<file path="src/rtl/yrw_map.svh">
`ifndef YRW_MAP_SVH
`define YRW_MAP_SVH
// ====================================================================
// register indexes (byte address is four times the index)
`define YRW_IDX_MODE 12'h0240
`define YRW_IDX_S0_LO 12'h0242
`define YRW_IDX_S0_HI 12'h0244
`define YRW_IDX_S1_LO 12'h0246
`define YRW_IDX_S1_HI 12'h0248
`define YRW_IDX_UVFIX 12'h024A
`define YRW_IDX_RECT_W 12'h024C
`define YRW_IDX_LINE_OFF 12'h024E
`define YRW_IDX_STATUS 12'h0250
// ====================================================================
// write masks and reset values
`define YRW_MODE_MASK 16'h3077
`define YRW_MODE_RST 16'h0005
`define YRW_HI_MASK 16'h0003
`define YRW_RECT_W_MASK 16'h07FF
`define YRW_LINE_OFF_MASK 16'h0FFF
`define YRW_ZERO16 16'h0000
// ====================================================================
// mode field positions
`define YRW_B_FIX_HI 13
`define YRW_B_FIX_LO 12
`define YRW_B_RECT 6
`define YRW_B_DBL 5
`define YRW_B_ITYPE 4
// ====================================================================
// data path constants
`define YRW_FIFO_DEPTH 16
`define YRW_WORD_STEP 19'h0_0004
`define YRW_CHROMA_ZERO 20'sh0_0080
`define YRW_STUDIO_BLACK 20'sh0_0010
`define YRW_STUDIO_Y_GAIN 20'sh0_012A
`define YRW_STUDIO_C_GAIN 20'sh0_0124
`endif

</file>
<file path="src/rtl/yrw_pkg.sv">
package yrw_pkg;
  // buffer region that the current frame goes to
  typedef enum logic {YRW_BUF_ZERO, YRW_BUF_ONE} yrw_buf_t;
  // Q8 conversion coefficients: r from v, g from u, g from v, b from u
  typedef struct packed {
    logic [9:0] rv;
    logic [9:0] gu;
    logic [9:0] gv;
    logic [9:0] bu;
  } yrw_coef_t;
  // coefficient set for each transfer mode; reserved codes use the default set
  function automatic yrw_coef_t yrw_coef_sel(input logic [2:0] mode);
    yrw_coef_t c;
    c = '{rv: 10'h167, gu: 10'h058, gv: 10'h0B7, bu: 10'h1C6};
    case (mode)
      3'h1: c = '{rv: 10'h193, gu: 10'h030, gv: 10'h078, bu: 10'h1DB};
      3'h7: c = '{rv: 10'h193, gu: 10'h03A, gv: 10'h07A, bu: 10'h1D3};
      default: c = '{rv: 10'h167, gu: 10'h058, gv: 10'h0B7, bu: 10'h1C6};
    endcase
    return c;
  endfunction
endpackage

</file>
<file path="src/rtl/yrw_top.sv">
// Our own choice: the APB register port.
`timescale 1ns/1ps
`include "yrw_map.svh"

// ====================================================================
// fifo between the pixel packer and the frame buffer port
module yrw_fifo #(
  parameter int W = 33,
  parameter int D = 16
) (
  input wire logic mclk_i,
  input wire logic reset_n_i,
  input wire logic in_valid_i,
  output logic in_ready_o,
  input wire logic [W-1:0] in_data_i,
  output logic out_valid_o,
  input wire logic out_ready_i,
  output logic [W-1:0] out_data_o,
  output logic [$clog2(D):0] level_o
);
  localparam int AW = $clog2(D);
  logic [W-1:0] mem [D];
  logic [AW:0] wr_ptr_reg, rd_ptr_reg;
  logic push, pop;

  // full and empty from pointer difference
  assign level_o = wr_ptr_reg - rd_ptr_reg;
  assign in_ready_o = (level_o != (AW+1)'(D));
  assign out_valid_o = (level_o != '0);
  assign push = in_valid_i && in_ready_o;
  assign pop = out_valid_o && out_ready_i;
  assign out_data_o = mem[rd_ptr_reg[AW-1:0]];

  // storage
  always_ff @(posedge mclk_i)
  begin
    if (push)
      mem[wr_ptr_reg[AW-1:0]] <= in_data_i;
  end

  // pointers
  always_ff @(posedge mclk_i or negedge reset_n_i)
  begin
    if (!reset_n_i)
    begin
      wr_ptr_reg <= '0;
      rd_ptr_reg <= '0;
    end
    else
    begin
      wr_ptr_reg <= wr_ptr_reg + (AW+1)'(push);
      rd_ptr_reg <= rd_ptr_reg + (AW+1)'(pop);
    end
  end
endmodule

// ====================================================================
// colour space converter and frame buffer writer
module yrw_top (
  input wire logic mclk_i,
  input wire logic reset_n_i,
  input wire logic psel_i,
  input wire logic penable_i,
  input wire logic pwrite_i,
  input wire logic [13:0] paddr_i,
  input wire logic [31:0] pwdata_i,
  output logic [31:0] prdata_o,
  output logic pready_o,
  output logic pslverr_o,
  input wire logic pix_valid_i,
  output logic pix_ready_o,
  input wire logic pix_sof_i,
  input wire logic [7:0] pix_y_i,
  input wire logic [7:0] pix_u_i,
  input wire logic [7:0] pix_v_i,
  output logic fb_valid_o,
  input wire logic fb_ready_i,
  output logic [18:0] fb_addr_o,
  output logic [31:0] fb_data_o,
  output yrw_pkg::yrw_buf_t fb_region_o
);
  import yrw_pkg::*;

  // ==================================================================
  // register bus
  logic [15:0] mode_reg, s0_lo_reg, s0_hi_reg, s1_lo_reg, s1_hi_reg;
  logic [15:0] uvfix_reg, rect_w_reg, line_off_reg;
  logic [11:0] idx;
  logic wr_en, hit_mode, hit_s0l, hit_s0h, hit_s1l, hit_s1h, hit_uv, hit_rw, hit_lo, hit_st;
  logic mapped;
  logic [15:0] rd_mux, status_val;
  logic [4:0] fifo_level;

  // address decode
  assign idx = paddr_i[13:2];
  assign hit_mode = (idx == `YRW_IDX_MODE);
  assign hit_s0l = (idx == `YRW_IDX_S0_LO);
  assign hit_s0h = (idx == `YRW_IDX_S0_HI);
  assign hit_s1l = (idx == `YRW_IDX_S1_LO);
  assign hit_s1h = (idx == `YRW_IDX_S1_HI);
  assign hit_uv = (idx == `YRW_IDX_UVFIX);
  assign hit_rw = (idx == `YRW_IDX_RECT_W);
  assign hit_lo = (idx == `YRW_IDX_LINE_OFF);
  assign hit_st = (idx == `YRW_IDX_STATUS);
  assign mapped = hit_mode | hit_s0l | hit_s0h | hit_s1l | hit_s1h | hit_uv | hit_rw
                  | hit_lo | hit_st;
  assign wr_en = psel_i && penable_i && pwrite_i && mapped;
  assign pready_o = 1'b1;
  assign pslverr_o = psel_i && penable_i && !mapped;

  // read selection; status is read-only
  assign rd_mux = hit_mode ? mode_reg :
                  hit_s0l ? s0_lo_reg :
                  hit_s0h ? s0_hi_reg :
                  hit_s1l ? s1_lo_reg :
                  hit_s1h ? s1_hi_reg :
                  hit_uv ? uvfix_reg :
                  hit_rw ? rect_w_reg :
                  hit_lo ? line_off_reg :
                  hit_st ? status_val : `YRW_ZERO16;
  assign prdata_o = {16'h0000, rd_mux};

  // register writes; masks keep reserved and absent bits at zero
  // reserved bit masked
  always_ff @(posedge mclk_i or negedge reset_n_i)
  begin
    if (!reset_n_i)
    begin
      mode_reg <= `YRW_MODE_RST;
      s0_lo_reg <= `YRW_ZERO16;
      s0_hi_reg <= `YRW_ZERO16;
      s1_lo_reg <= `YRW_ZERO16;
      s1_hi_reg <= `YRW_ZERO16;
      uvfix_reg <= `YRW_ZERO16;
      rect_w_reg <= `YRW_ZERO16;
      line_off_reg <= `YRW_ZERO16;
    end
    else if (wr_en)
    begin
      if (hit_mode) mode_reg <= pwdata_i[15:0] & `YRW_MODE_MASK;
      if (hit_s0l) s0_lo_reg <= pwdata_i[15:0];
      if (hit_s0h) s0_hi_reg <= pwdata_i[15:0] & `YRW_HI_MASK;
      if (hit_s1l) s1_lo_reg <= pwdata_i[15:0];
      if (hit_s1h) s1_hi_reg <= pwdata_i[15:0] & `YRW_HI_MASK;
      if (hit_uv) uvfix_reg <= pwdata_i[15:0];
      if (hit_rw) rect_w_reg <= pwdata_i[15:0] & `YRW_RECT_W_MASK;
      if (hit_lo) line_off_reg <= pwdata_i[15:0] & `YRW_LINE_OFF_MASK;
    end
  end

  // ==================================================================
  // conversion
  logic [1:0] fix_sel;
  logic [7:0] u_in, v_in;
  logic signed [19:0] y_s, u_s, v_s, r_s, g_s, b_s;
  yrw_coef_t coef;
  logic [15:0] pix565;

  function automatic logic [7:0] clamp8(input logic signed [19:0] x);
    if (x < 20'sd0) return 8'h00;
    if (x > 20'sd255) return 8'hFF;
    return x[7:0];
  endfunction

  // fixed U when select is 01b or 11b
  // fixed V when select is 10b or 11b
  assign fix_sel = mode_reg[`YRW_B_FIX_HI:`YRW_B_FIX_LO];
  assign u_in = fix_sel[0] ? uvfix_reg[15:8] : pix_u_i;
  assign v_in = fix_sel[1] ? uvfix_reg[7:0] : pix_v_i;
  assign coef = yrw_coef_sel(mode_reg[2:0]);

  // full range or studio range input
  always_comb
  begin
    y_s = $signed({12'h000, pix_y_i});
    u_s = $signed({12'h000, u_in}) - `YRW_CHROMA_ZERO;
    v_s = $signed({12'h000, v_in}) - `YRW_CHROMA_ZERO;
    if (mode_reg[`YRW_B_ITYPE])
    begin
      y_s = ((y_s - `YRW_STUDIO_BLACK) * `YRW_STUDIO_Y_GAIN) >>> 8;
      u_s = (u_s * `YRW_STUDIO_C_GAIN) >>> 8;
      v_s = (v_s * `YRW_STUDIO_C_GAIN) >>> 8;
    end
    r_s = y_s + ((v_s * $signed({10'h000, coef.rv})) >>> 8);
    g_s = y_s - ((u_s * $signed({10'h000, coef.gu})) >>> 8)
              - ((v_s * $signed({10'h000, coef.gv})) >>> 8);
    b_s = y_s + ((u_s * $signed({10'h000, coef.bu})) >>> 8);
  end

  logic [7:0] r8, g8, b8;
  assign r8 = clamp8(r_s);
  assign g8 = clamp8(g_s);
  assign b8 = clamp8(b_s);
  assign pix565 = {r8[7:3], g8[7:2], b8[7:3]};

  // ==================================================================
  // pixel pairing into 32-bit words; a new frame restarts the pair
  logic half_reg, half_next, pair_sof_reg, pair_sof_next;
  logic [15:0] low_pix_reg, low_pix_next;
  logic pix_fire, push, fifo_in_ready;
  logic [32:0] push_word;

  assign pix_ready_o = !half_reg || fifo_in_ready;
  assign pix_fire = pix_valid_i && pix_ready_o;
  assign push = pix_fire && half_reg && !pix_sof_i;
  assign push_word = {pair_sof_reg, pix565, low_pix_reg};
  assign half_next = pix_fire ? !(half_reg && !pix_sof_i) : half_reg;
  assign pair_sof_next = (pix_fire && (!half_reg || pix_sof_i)) ? pix_sof_i : pair_sof_reg;
  assign low_pix_next = (pix_fire && (!half_reg || pix_sof_i)) ? pix565 : low_pix_reg;

  // pair holding registers
  always_ff @(posedge mclk_i or negedge reset_n_i)
  begin
    if (!reset_n_i)
    begin
      half_reg <= 1'b0;
      pair_sof_reg <= 1'b0;
      low_pix_reg <= 16'h0000;
    end
    else
    begin
      half_reg <= half_next;
      pair_sof_reg <= pair_sof_next;
      low_pix_reg <= low_pix_next;
    end
  end

  logic fifo_out_valid, fifo_out_ready;
  logic [32:0] fifo_out_data;

  yrw_fifo #(.W(33), .D(`YRW_FIFO_DEPTH)) u_fifo (
    .mclk_i(mclk_i),
    .reset_n_i(reset_n_i),
    .in_valid_i(push),
    .in_ready_o(fifo_in_ready),
    .in_data_i(push_word),
    .out_valid_o(fifo_out_valid),
    .out_ready_i(fifo_out_ready),
    .out_data_o(fifo_out_data),
    .level_o(fifo_level)
  );

  // ==================================================================
  // address generation and frame buffer port
  logic pop, sof_pop, word_pop;
  logic cur_rect_reg, cur_rect_next, dbl_reg, dbl_next;
  yrw_buf_t buf_reg, buf_next;
  logic [9:0] wpl_reg, wpl_next, wcount_reg, wcount_next;
  logic [18:0] step_reg, step_next, line_reg, line_next, addr_next;
  logic [18:0] start0, start1, base;
  logic line_end;

  // start zero from upper low field over lower register
  // start one from its own register pair
  assign start0 = {1'b0, s0_hi_reg[1:0], s0_lo_reg[15:2], 2'b00};
  assign start1 = {1'b0, s1_hi_reg[1:0], s1_lo_reg[15:2], 2'b00};

  assign fifo_out_ready = !fb_valid_o || fb_ready_i;
  assign pop = fifo_out_valid && fifo_out_ready;
  assign sof_pop = pop && fifo_out_data[32];
  assign word_pop = pop && !fifo_out_data[32];

  // mode captured at frame start only
  // rectangular placement honoured only with single buffering
  assign dbl_next = sof_pop ? mode_reg[`YRW_B_DBL] : dbl_reg;
  assign cur_rect_next = sof_pop ? (mode_reg[`YRW_B_RECT] && !mode_reg[`YRW_B_DBL])
                                 : cur_rect_reg;
  assign wpl_next = sof_pop ? rect_w_reg[10:1] : wpl_reg;
  assign step_next = sof_pop ? {6'h00, line_off_reg[11:1], 2'b00} : step_reg;

  // single buffering stays in region zero
  assign buf_next = !sof_pop ? buf_reg :
                    !mode_reg[`YRW_B_DBL] ? YRW_BUF_ZERO :
                    (buf_reg == YRW_BUF_ZERO) ? YRW_BUF_ONE : YRW_BUF_ZERO;
  assign base = (buf_next == YRW_BUF_ONE) ? start1 : start0;

  assign line_end = (wcount_reg >= wpl_reg);
  // rectangular step to next line start
  assign addr_next = sof_pop ? base :
                     (cur_rect_reg && line_end) ? line_reg + step_reg :
                     fb_addr_o + `YRW_WORD_STEP;
  assign line_next = sof_pop ? base :
                     (word_pop && cur_rect_reg && line_end) ? line_reg + step_reg : line_reg;
  assign wcount_next = sof_pop ? 10'h001 :
                       !word_pop ? wcount_reg :
                       line_end ? 10'h001 : wcount_reg + 10'h001;

  // frame state
  always_ff @(posedge mclk_i or negedge reset_n_i)
  begin
    if (!reset_n_i)
    begin
      dbl_reg <= 1'b0;
      cur_rect_reg <= 1'b0;
      buf_reg <= YRW_BUF_ZERO;
      wpl_reg <= 10'h000;
      step_reg <= 19'h0_0000;
      line_reg <= 19'h0_0000;
      wcount_reg <= 10'h000;
    end
    else
    begin
      dbl_reg <= dbl_next;
      cur_rect_reg <= cur_rect_next;
      buf_reg <= buf_next;
      wpl_reg <= wpl_next;
      step_reg <= step_next;
      line_reg <= line_next;
      wcount_reg <= wcount_next;
    end
  end

  // output word register
  always_ff @(posedge mclk_i or negedge reset_n_i)
  begin
    if (!reset_n_i)
    begin
      fb_valid_o <= 1'b0;
      fb_addr_o <= 19'h0_0000;
      fb_data_o <= 32'h0000_0000;
    end
    else if (fifo_out_ready)
    begin
      fb_valid_o <= fifo_out_valid;
      if (pop)
      begin
        fb_addr_o <= addr_next;
        fb_data_o <= fifo_out_data[31:0];
      end
    end
  end

  assign fb_region_o = buf_reg;
  // status: region, rectangular active, double active, fifo level
  assign status_val = {8'h00, fifo_level, dbl_reg, cur_rect_reg, buf_reg};

  // ==================================================================
  // checks
  // continuous step
  property p_cont_step;
    @(posedge mclk_i) disable iff (!reset_n_i)
      word_pop && !cur_rect_reg |=> fb_addr_o == $past(fb_addr_o) + `YRW_WORD_STEP;
  endproperty
  a_cont_step: assert property (p_cont_step) else $error("continuous step wrong");

  property p_rect_wrap;
    @(posedge mclk_i) disable iff (!reset_n_i)
      word_pop && cur_rect_reg && line_end |=> fb_addr_o == $past(line_reg + step_reg);
  endproperty
  a_rect_wrap: assert property (p_rect_wrap) else $error("line wrap wrong");

  property p_single_start;
    @(posedge mclk_i) disable iff (!reset_n_i)
      sof_pop && !mode_reg[`YRW_B_DBL] |=> fb_addr_o == $past(start0) && buf_reg == YRW_BUF_ZERO;
  endproperty
  a_single_start: assert property (p_single_start) else $error("single start wrong");

  property p_dbl_alt;
    @(posedge mclk_i) disable iff (!reset_n_i)
      sof_pop && mode_reg[`YRW_B_DBL] |=> buf_reg != $past(buf_reg);
  endproperty
  a_dbl_alt: assert property (p_dbl_alt) else $error("no alternation");

  property p_buf_hold;
    @(posedge mclk_i) disable iff (!reset_n_i)
      !sof_pop |=> $stable(buf_reg);
  endproperty
  a_buf_hold: assert property (p_buf_hold) else $error("region changed mid frame");

  property p_mode_hold;
    @(posedge mclk_i) disable iff (!reset_n_i)
      !sof_pop |=> $stable(cur_rect_reg) && $stable(dbl_reg);
  endproperty
  a_mode_hold: assert property (p_mode_hold) else $error("mode changed mid frame");

  property p_align;
    @(posedge mclk_i) disable iff (!reset_n_i)
      fb_valid_o |-> fb_addr_o[1:0] == 2'b00;
  endproperty
  a_align: assert property (p_align) else $error("unaligned write");

  property p_fix_u;
    @(posedge mclk_i) disable iff (!reset_n_i)
      fix_sel[0] |-> u_in == uvfix_reg[15:8];
  endproperty
  a_fix_u: assert property (p_fix_u) else $error("U not fixed");

  property p_fix_v;
    @(posedge mclk_i) disable iff (!reset_n_i)
      fix_sel[1] |-> v_in == uvfix_reg[7:0];
  endproperty
  a_fix_v: assert property (p_fix_v) else $error("V not fixed");

  property p_resv_zero;
    @(posedge mclk_i) disable iff (!reset_n_i)
      psel_i && (hit_s0h || hit_s1h) |-> prdata_o[2] == 1'b0;
  endproperty
  a_resv_zero: assert property (p_resv_zero) else $error("reserved bit set");

  c_dbl_frame: cover property (@(posedge mclk_i) disable iff (!reset_n_i)
    sof_pop && mode_reg[`YRW_B_DBL]);
  c_rect_wrap: cover property (@(posedge mclk_i) disable iff (!reset_n_i)
    word_pop && cur_rect_reg && line_end);
  c_fifo_full: cover property (@(posedge mclk_i) disable iff (!reset_n_i) !fifo_in_ready);
endmodule

</file>
<file path="config.mk">
export PLATFORM = sky130hd
export DESIGN_NAME = yrw_top
export DESIGN_NICKNAME = d
export VERILOG_FILES = /design/src/rtl/yrw_pkg.sv /design/src/rtl/yrw_top.sv
export VERILOG_INCLUDE_DIRS = /design/src /design/src/rtl
export SDC_FILE = /design/constraint.sdc
export NUM_CORES = 2
export LEC_CHECK = 0
export ABC_AREA = 1
export BUFFER_PORTS_ARGS = -buffer_cell sky130_fd_sc_hd__buf_2
export CAP_MARGIN = 15
export CELL_PAD_IN_SITES_DETAIL_PLACEMENT = 0
export CELL_PAD_IN_SITES_GLOBAL_PLACEMENT = 2
export CORE_MARGIN = 5
export CORE_UTILIZATION = 25
export CTS_CLUSTER_DIAMETER = 120
export DETAILED_ROUTE_END_ITERATION = 8
export PLACE_DENSITY_LB_ADDON = 0.1
export SYNTH_ARGS = -nofsm -noshare
export SYNTH_HDL_FRONTEND = slang
export SYNTH_SLANG_ARGS = --single-unit
</file>
<file path="constraint.sdc">
create_clock -name mclk_i -period 19 [get_ports mclk_i]
set_input_delay 1.9 -clock mclk_i [delete_from_list [all_inputs] [get_ports mclk_i]]
set_output_delay 1.9 -clock mclk_i [all_outputs]
set_load 0.05 [all_outputs]
</file>
* After elaboration in Yosys (flattened, before gate mapping)
Memories as Yosys holds them, arrays and structs flattened. Cells that the tools add are included. Widths: inputs -> output; s select.
Storage, ports and cells: bits in registers 216, bits in writable memories 528, input bits 78, output and inout bits 88, word-level logic and storage cells 159, memories kept 1
Memory list:
- u_fifo.mem | words 16, bits a word 33, read ports 1, clocked after Yosys merged registers in 0, wr ports 1, RTL line yrw_top.sv:22 | logic [W-1:0] mem [D];
Cells by class: add/sub/neg operators 13, multiply operators 7, $lt $le $gt $ge 7, eq/ne operators 12, mux-type cells 49, bitwise gates (word level) 8, reductions and logical operators 39
Operators by type and width (number):
- $mux 8 | 15
- $eq 12x10->1 const B | 9
- $mux 16 | 6
- $mux 19 | 4
- $pmux 38 s2 | 1
- $gt 20x9->1 const B | 3
- $lt 20x1->1 const B | 3
- $mul 20x11->20 | 3
- $mux 20 | 3
- $add 20x12->20 | 2
- $sub 20x12->20 | 2
- $mul 9x8->17 const B | 2
- $mux 10 | 3
- $mux 12 | 2
- $mul 20x10->20 | 1
- $add 19x13->19 | 1
- $add 19x3->19 const B | 1
- $mul 9x9->18 const B | 1
- $mux 18 | 1
- $reduce_and 2->1 | 9
- $sub 8x8->9 const B | 2
- $logic_and 1x1->1 | 17
- $mux 1 | 14
- $add 10x1->10 const B | 1
- 12 further kinds | 29

* Depth between registers and ports, before layout
depth after elaboration 12, depth in mapped cells 61, mapped depth without buffers 59

* By module
A second synthesis with hierarchy kept.
Unflattened totals: cells, all modules 5320, area, all modules 49130.9 µm²
By module, submodules not included:
- yrw_top | instances 1, cells each 3584, area each 27541.4 µm², seq. area each 5082.4 µm²
- yrw_fifo | instances 1, cells each 1736, area each 21589.5 µm², seq. area each 16105.4 µm²

* Least setup slack after synthesis
OpenSTA, ideal clock, no wires.
kind input -> register, start in pix_v_i[6], end mem u_fifo.mem[0][26], data pin, library setup time 0.291 ns, arrival time 10.878 ns, required time 18.709 ns, path slack 7.830 ns, stages on the path 47, path buffers 2, path through o21ai_0 > inv_1 > ha_1 > inv_1 > fa_1 > inv_1 > ha_1 > ha_1 > nand2_1 > a21oi_1 > nor2_1 > nand2_1 > nand3_1 > nand3_1 > nand2_2 > nand2_2 > inv_1 > nand2_1 > [11 not listed] > nand2_1 > nand2_1 > nand2_1 > nand3b_1 > nand2_1 > fa_1 > inv_1 > ha_1 > buf_2 > nand2_1 > nor3_1 > nand2_1 > nand2_1 > nand2_1 > o21ai_2 > nand2_1 > buf_2 > a21oi_1
On the way: word-level cells in the longest chain between the ends 11, elaborated cells on any way between the ends 14, classes of those cells add/sub: 2; mul: 2; order compare: 2; mux: 8
Ends and longest elaborated chain:
- start, declared | RTL line yrw_top.sv:75 | input wire logic [7:0] pix_v_i,
- $mux 8 * | RTL line yrw_top.sv:169 | assign v_in = fix_sel[1] ? uvfix_reg[7:0] : pix_v_i;
- $sub 8x8->9 (no source line) *
- $mul 9x8->17 (no source line)
- $mux 20 * | RTL line yrw_top.sv:178 | if (mode_reg[`YRW_B_ITYPE])
- $mul 20x11->20 * | RTL line yrw_top.sv:186 | - ((v_s * $signed({10'h000, coef.gv})) >>> 8);
- $sub 20x12->20 * | RTL line yrw_top.sv:186
- $gt 20x9->1 | RTL line yrw_top.sv:161 | if (x > 20'sd255) return 8'hFF;
- $mux 1 (2 in series) | RTL line yrw_top.sv:161
- $mux 8 | RTL line yrw_top.sv:162 | return x[7:0];
- $mux 8 * | RTL line yrw_top.sv:161
- net g8[7] | RTL line yrw_top.sv:190 | logic [7:0] r8, g8, b8;
- end, declared | RTL line yrw_top.sv:22
The timed path passes the listed nets; every way through them passes the cells marked *. The select of a mux whose other input is x is not followed.

* Worst setup path after layout
start in pix_v_i[6], end mem u_fifo.mem[0][23], data pin
The elaborated chain is that of the path after synthesis.

==> flow_metrics.env <==
export IMPL_ir_worst_vdd_mv=0.259
export IMPL_largest_register_ffs=528
export IMPL_rows=161
export IMPL_grt_pass1_wl_mm=242
export IMPL_h_tree_depth=3
export IMPL_rr_startpoint="mode_reg[13]$_DFFE_PN0P_"
export IMPL_worstSkewPairLatency_ns=0.69
export IMPL_avgRoutedWirePerCell_um=20.9
export IMPL_synth_top_area_share_pct=32.8
export IMPL_crit_path_start="pix_v_i[6]"
export IMPL_nets=5798
export IMPL_synthTopCellsByCount="nand2_1, inv_1, edfxtp_1"
export IMPL_setup_viol=0
export IMPL_synthesis_area_um2=48300
export IMPL_end_kind="flip-flop"
export IMPL_die_y_um=450
export IMPL_grt_pass1_vias=36200
export IMPL_place_inst=7529
export IMPL_relSlewSlack_pct=27.4
export IMPL_yosys_top_cells_area="edfxtp_1, fa_1, dfrtp_1"
export IMPL_avgSynthCellArea_um2=9.69
export IMPL_synthFlopType="edfxtp_1"
export IMPL_num_vias=34400
export IMPL_final_cells=7688
export IMPL_cts_setup_buffers=0
export IMPL_num_io_pins=166
export IMPL_viasPerCell=4.47
export IMPL_ff2ff_setup_slack_ns=6.67
export IMPL_initial_core_util_pct=25.1
export IMPL_synthCells=4985
export IMPL_drc=0
export IMPL_area_delta_synth_final_pct=13.3
export IMPL_crit_top_cell="nand2_1"
export IMPL_critPathMaxStageDelay_ns=0.90
export IMPL_cp_arrival_ns=13.34
export IMPL_power_leakage_nw=23.5
export IMPL_min_from="line_reg[17]$_DFFE_PN0P_"
export IMPL_yosysTopAreaCell="edfxtp_1"
export IMPL_critPathBufInv=9
export IMPL_yosysMostFrequentCell="nand2_1"
export IMPL_ys_seq_area_share_pct=43.9
export IMPL_ys_seq_elements=741
export IMPL_cts_made_buffers=83
export IMPL_drv_slew=0
export IMPL_required_ns=19.32
export IMPL_cts_clk_slew_worst_paths_ns=0.06
export IMPL_clock_root_buffer="clkbuf_16"
export IMPL_dr_pass1_iters=5
export IMPL_regArea_um2=21200
export IMPL_grt_max_degree=113
export IMPL_wl_mm=161
export IMPL_multi_input_comb_area_um2=23600
export IMPL_antenna_found_initial=4
export IMPL_slowest_stage="a21oi_1"
export IMPL_ys_warn_count=0
export IMPL_io_buffers=130
export IMPL_worst_r2r_cell_count=49
export IMPL_clock_sinks=741
export IMPL_ant_nets=0
export IMPL_min_period_over_period_pct=68.5
export IMPL_place_area_um2=51900
export IMPL_dieArea_um2=202000
export IMPL_max_freq_mhz=76.8
export IMPL_cts_tree="done"
export IMPL_cts_resized=0
export IMPL_fin_worst_skew_ns=0.0498
export IMPL_dp_hpwl_mm=110
export IMPL_rsz0062_at_grt="no"
export IMPL_fillerInstances=20400
export IMPL_grt_overflow_total=0
export IMPL_hold_path_class="reg -> reg"
export IMPL_hold_ws_ns=0.479
export IMPL_core_area_um2=192000
export IMPL_status="completed"
export IMPL_min_path_cells=2
export IMPL_die_x_um=450
export IMPL_tightest_slew_ns=1.08
export IMPL_tns_ns=0
export IMPL_critPathMaxFanout=16
export IMPL_worstSetupStartpointType="input pin"
export IMPL_ctsHoldBuffers=0
export IMPL_drtIter0Drc=1579
export IMPL_synthArstFlopShare_pct=28.7
export IMPL_power_density_nw_per_um2=206
export IMPL_cap_violations=0
export IMPL_yosysUniqueCellTypes=67
export IMPL_worst_path_stages=48
export IMPL_finalHoldViolations=0
export IMPL_final_cell_area_um2=54700
export IMPL_crit_family="adder cells"
export IMPL_period_needed_ns=13.02
export IMPL_finalWeightedCongestion=0.756
export IMPL_drive_above_1_share_pct=8.41
export IMPL_synth_edf_count=528
export IMPL_grt_use_total_pct=15.8
export IMPL_clock_path_buffers=3
export IMPL_path_class="in -> reg"
[layout by cell type (no fill, tap or decap), types with 160 or more instances in the layout]
master,count
ha_1,363
nor2_1,475
nand2_1,775
inv_1,717
fa_1,266
dfrtp_1,207
edfxtp_1,528
o21ai_0,401
a21oi_1,160
nand3_1,180
[logic make-up (layout without fill, tap and decap cells)]
logic type | after synthesis | in the layout | share of synthesized area (%)
and+or+nand+nor | 1568 | 1568 | 13.5
DFF | 741 | 741 | 43.9
other | 2 | 35 | 0.0155
muxes | 2 | 2 | 0.0414
xor gates and xnor gates | 149 | 149 | 2.76
AOI/OAI and AO/OA | 958 | 958 | 11.6
adders and majority gates | 629 | 629 | 20.4
buffers and inverters | 936 | 1080 | 7.77
[tightest hold or removal path, cell delays in order, from the launching register on]
cell and delay (ns):
dfrtp_1 0.34, nand2_1 0.05, nand2_1 0.05
[per-stage QoR]
stage	setup slack (ns)	power [mW]	utilization, %
floorplan	7.83	7.35	-
global placement	4.96	9.81	27.0
detailed placement	4.93	9.75	27.0
CTS	5.69	11.5	28.4
global route	4.90	12.3	28.5
finish	5.98	11.3	28.5
[worst paths after layout]
path,endpoint
min,line_reg[17]$_DFFE_PN0P_
max reg2reg,u_fifo.mem[0][23]$_DFFE_PP_
max,u_fifo.mem[0][23]$_DFFE_PP_
min reg2reg,line_reg[17]$_DFFE_PN0P_
max in group asynchronous,low_pix_reg[8]$_DFFE_PN0P_
min in group asynchronous,s0_lo_reg[14]$_DFFE_PN0P_
[final cells by class]
cell class                      instances  area share, %
Tap cell                             2526           5.77
Antenna cell                            3         0.0137
Multi-Input combinational cell       3338           43.2
Clock buffer                          113           4.24
Sequential cell                       741           38.7
Inverter                              734           5.06
Timing Repair Buffer                  193           2.07
Clock inverter                         40          0.964
[metal layers]
layer / global-route usage [%] / part of all wire (%) / vias up
met1: 20.8 / 46 / 17000
met2: 28.2 / 50 / 335
met3: 1.40 / 2.2 / 140
met5: 0 / 0.0050 / -
li1: - / - / 16900
met4: 3.55 / 2.0 / 2
[power breakdown]
| part | total (mW) | internal (mW) | switching [mW] |
|---|---|---|---|
| logic | 6.68 | 2.01 | 4.67 |
| registers | 2.89 | 2.71 | 0.183 |
| clock network | 1.68 | 0.977 | 0.706 |
Note: power is estimated with default switching activity, not from simulation.
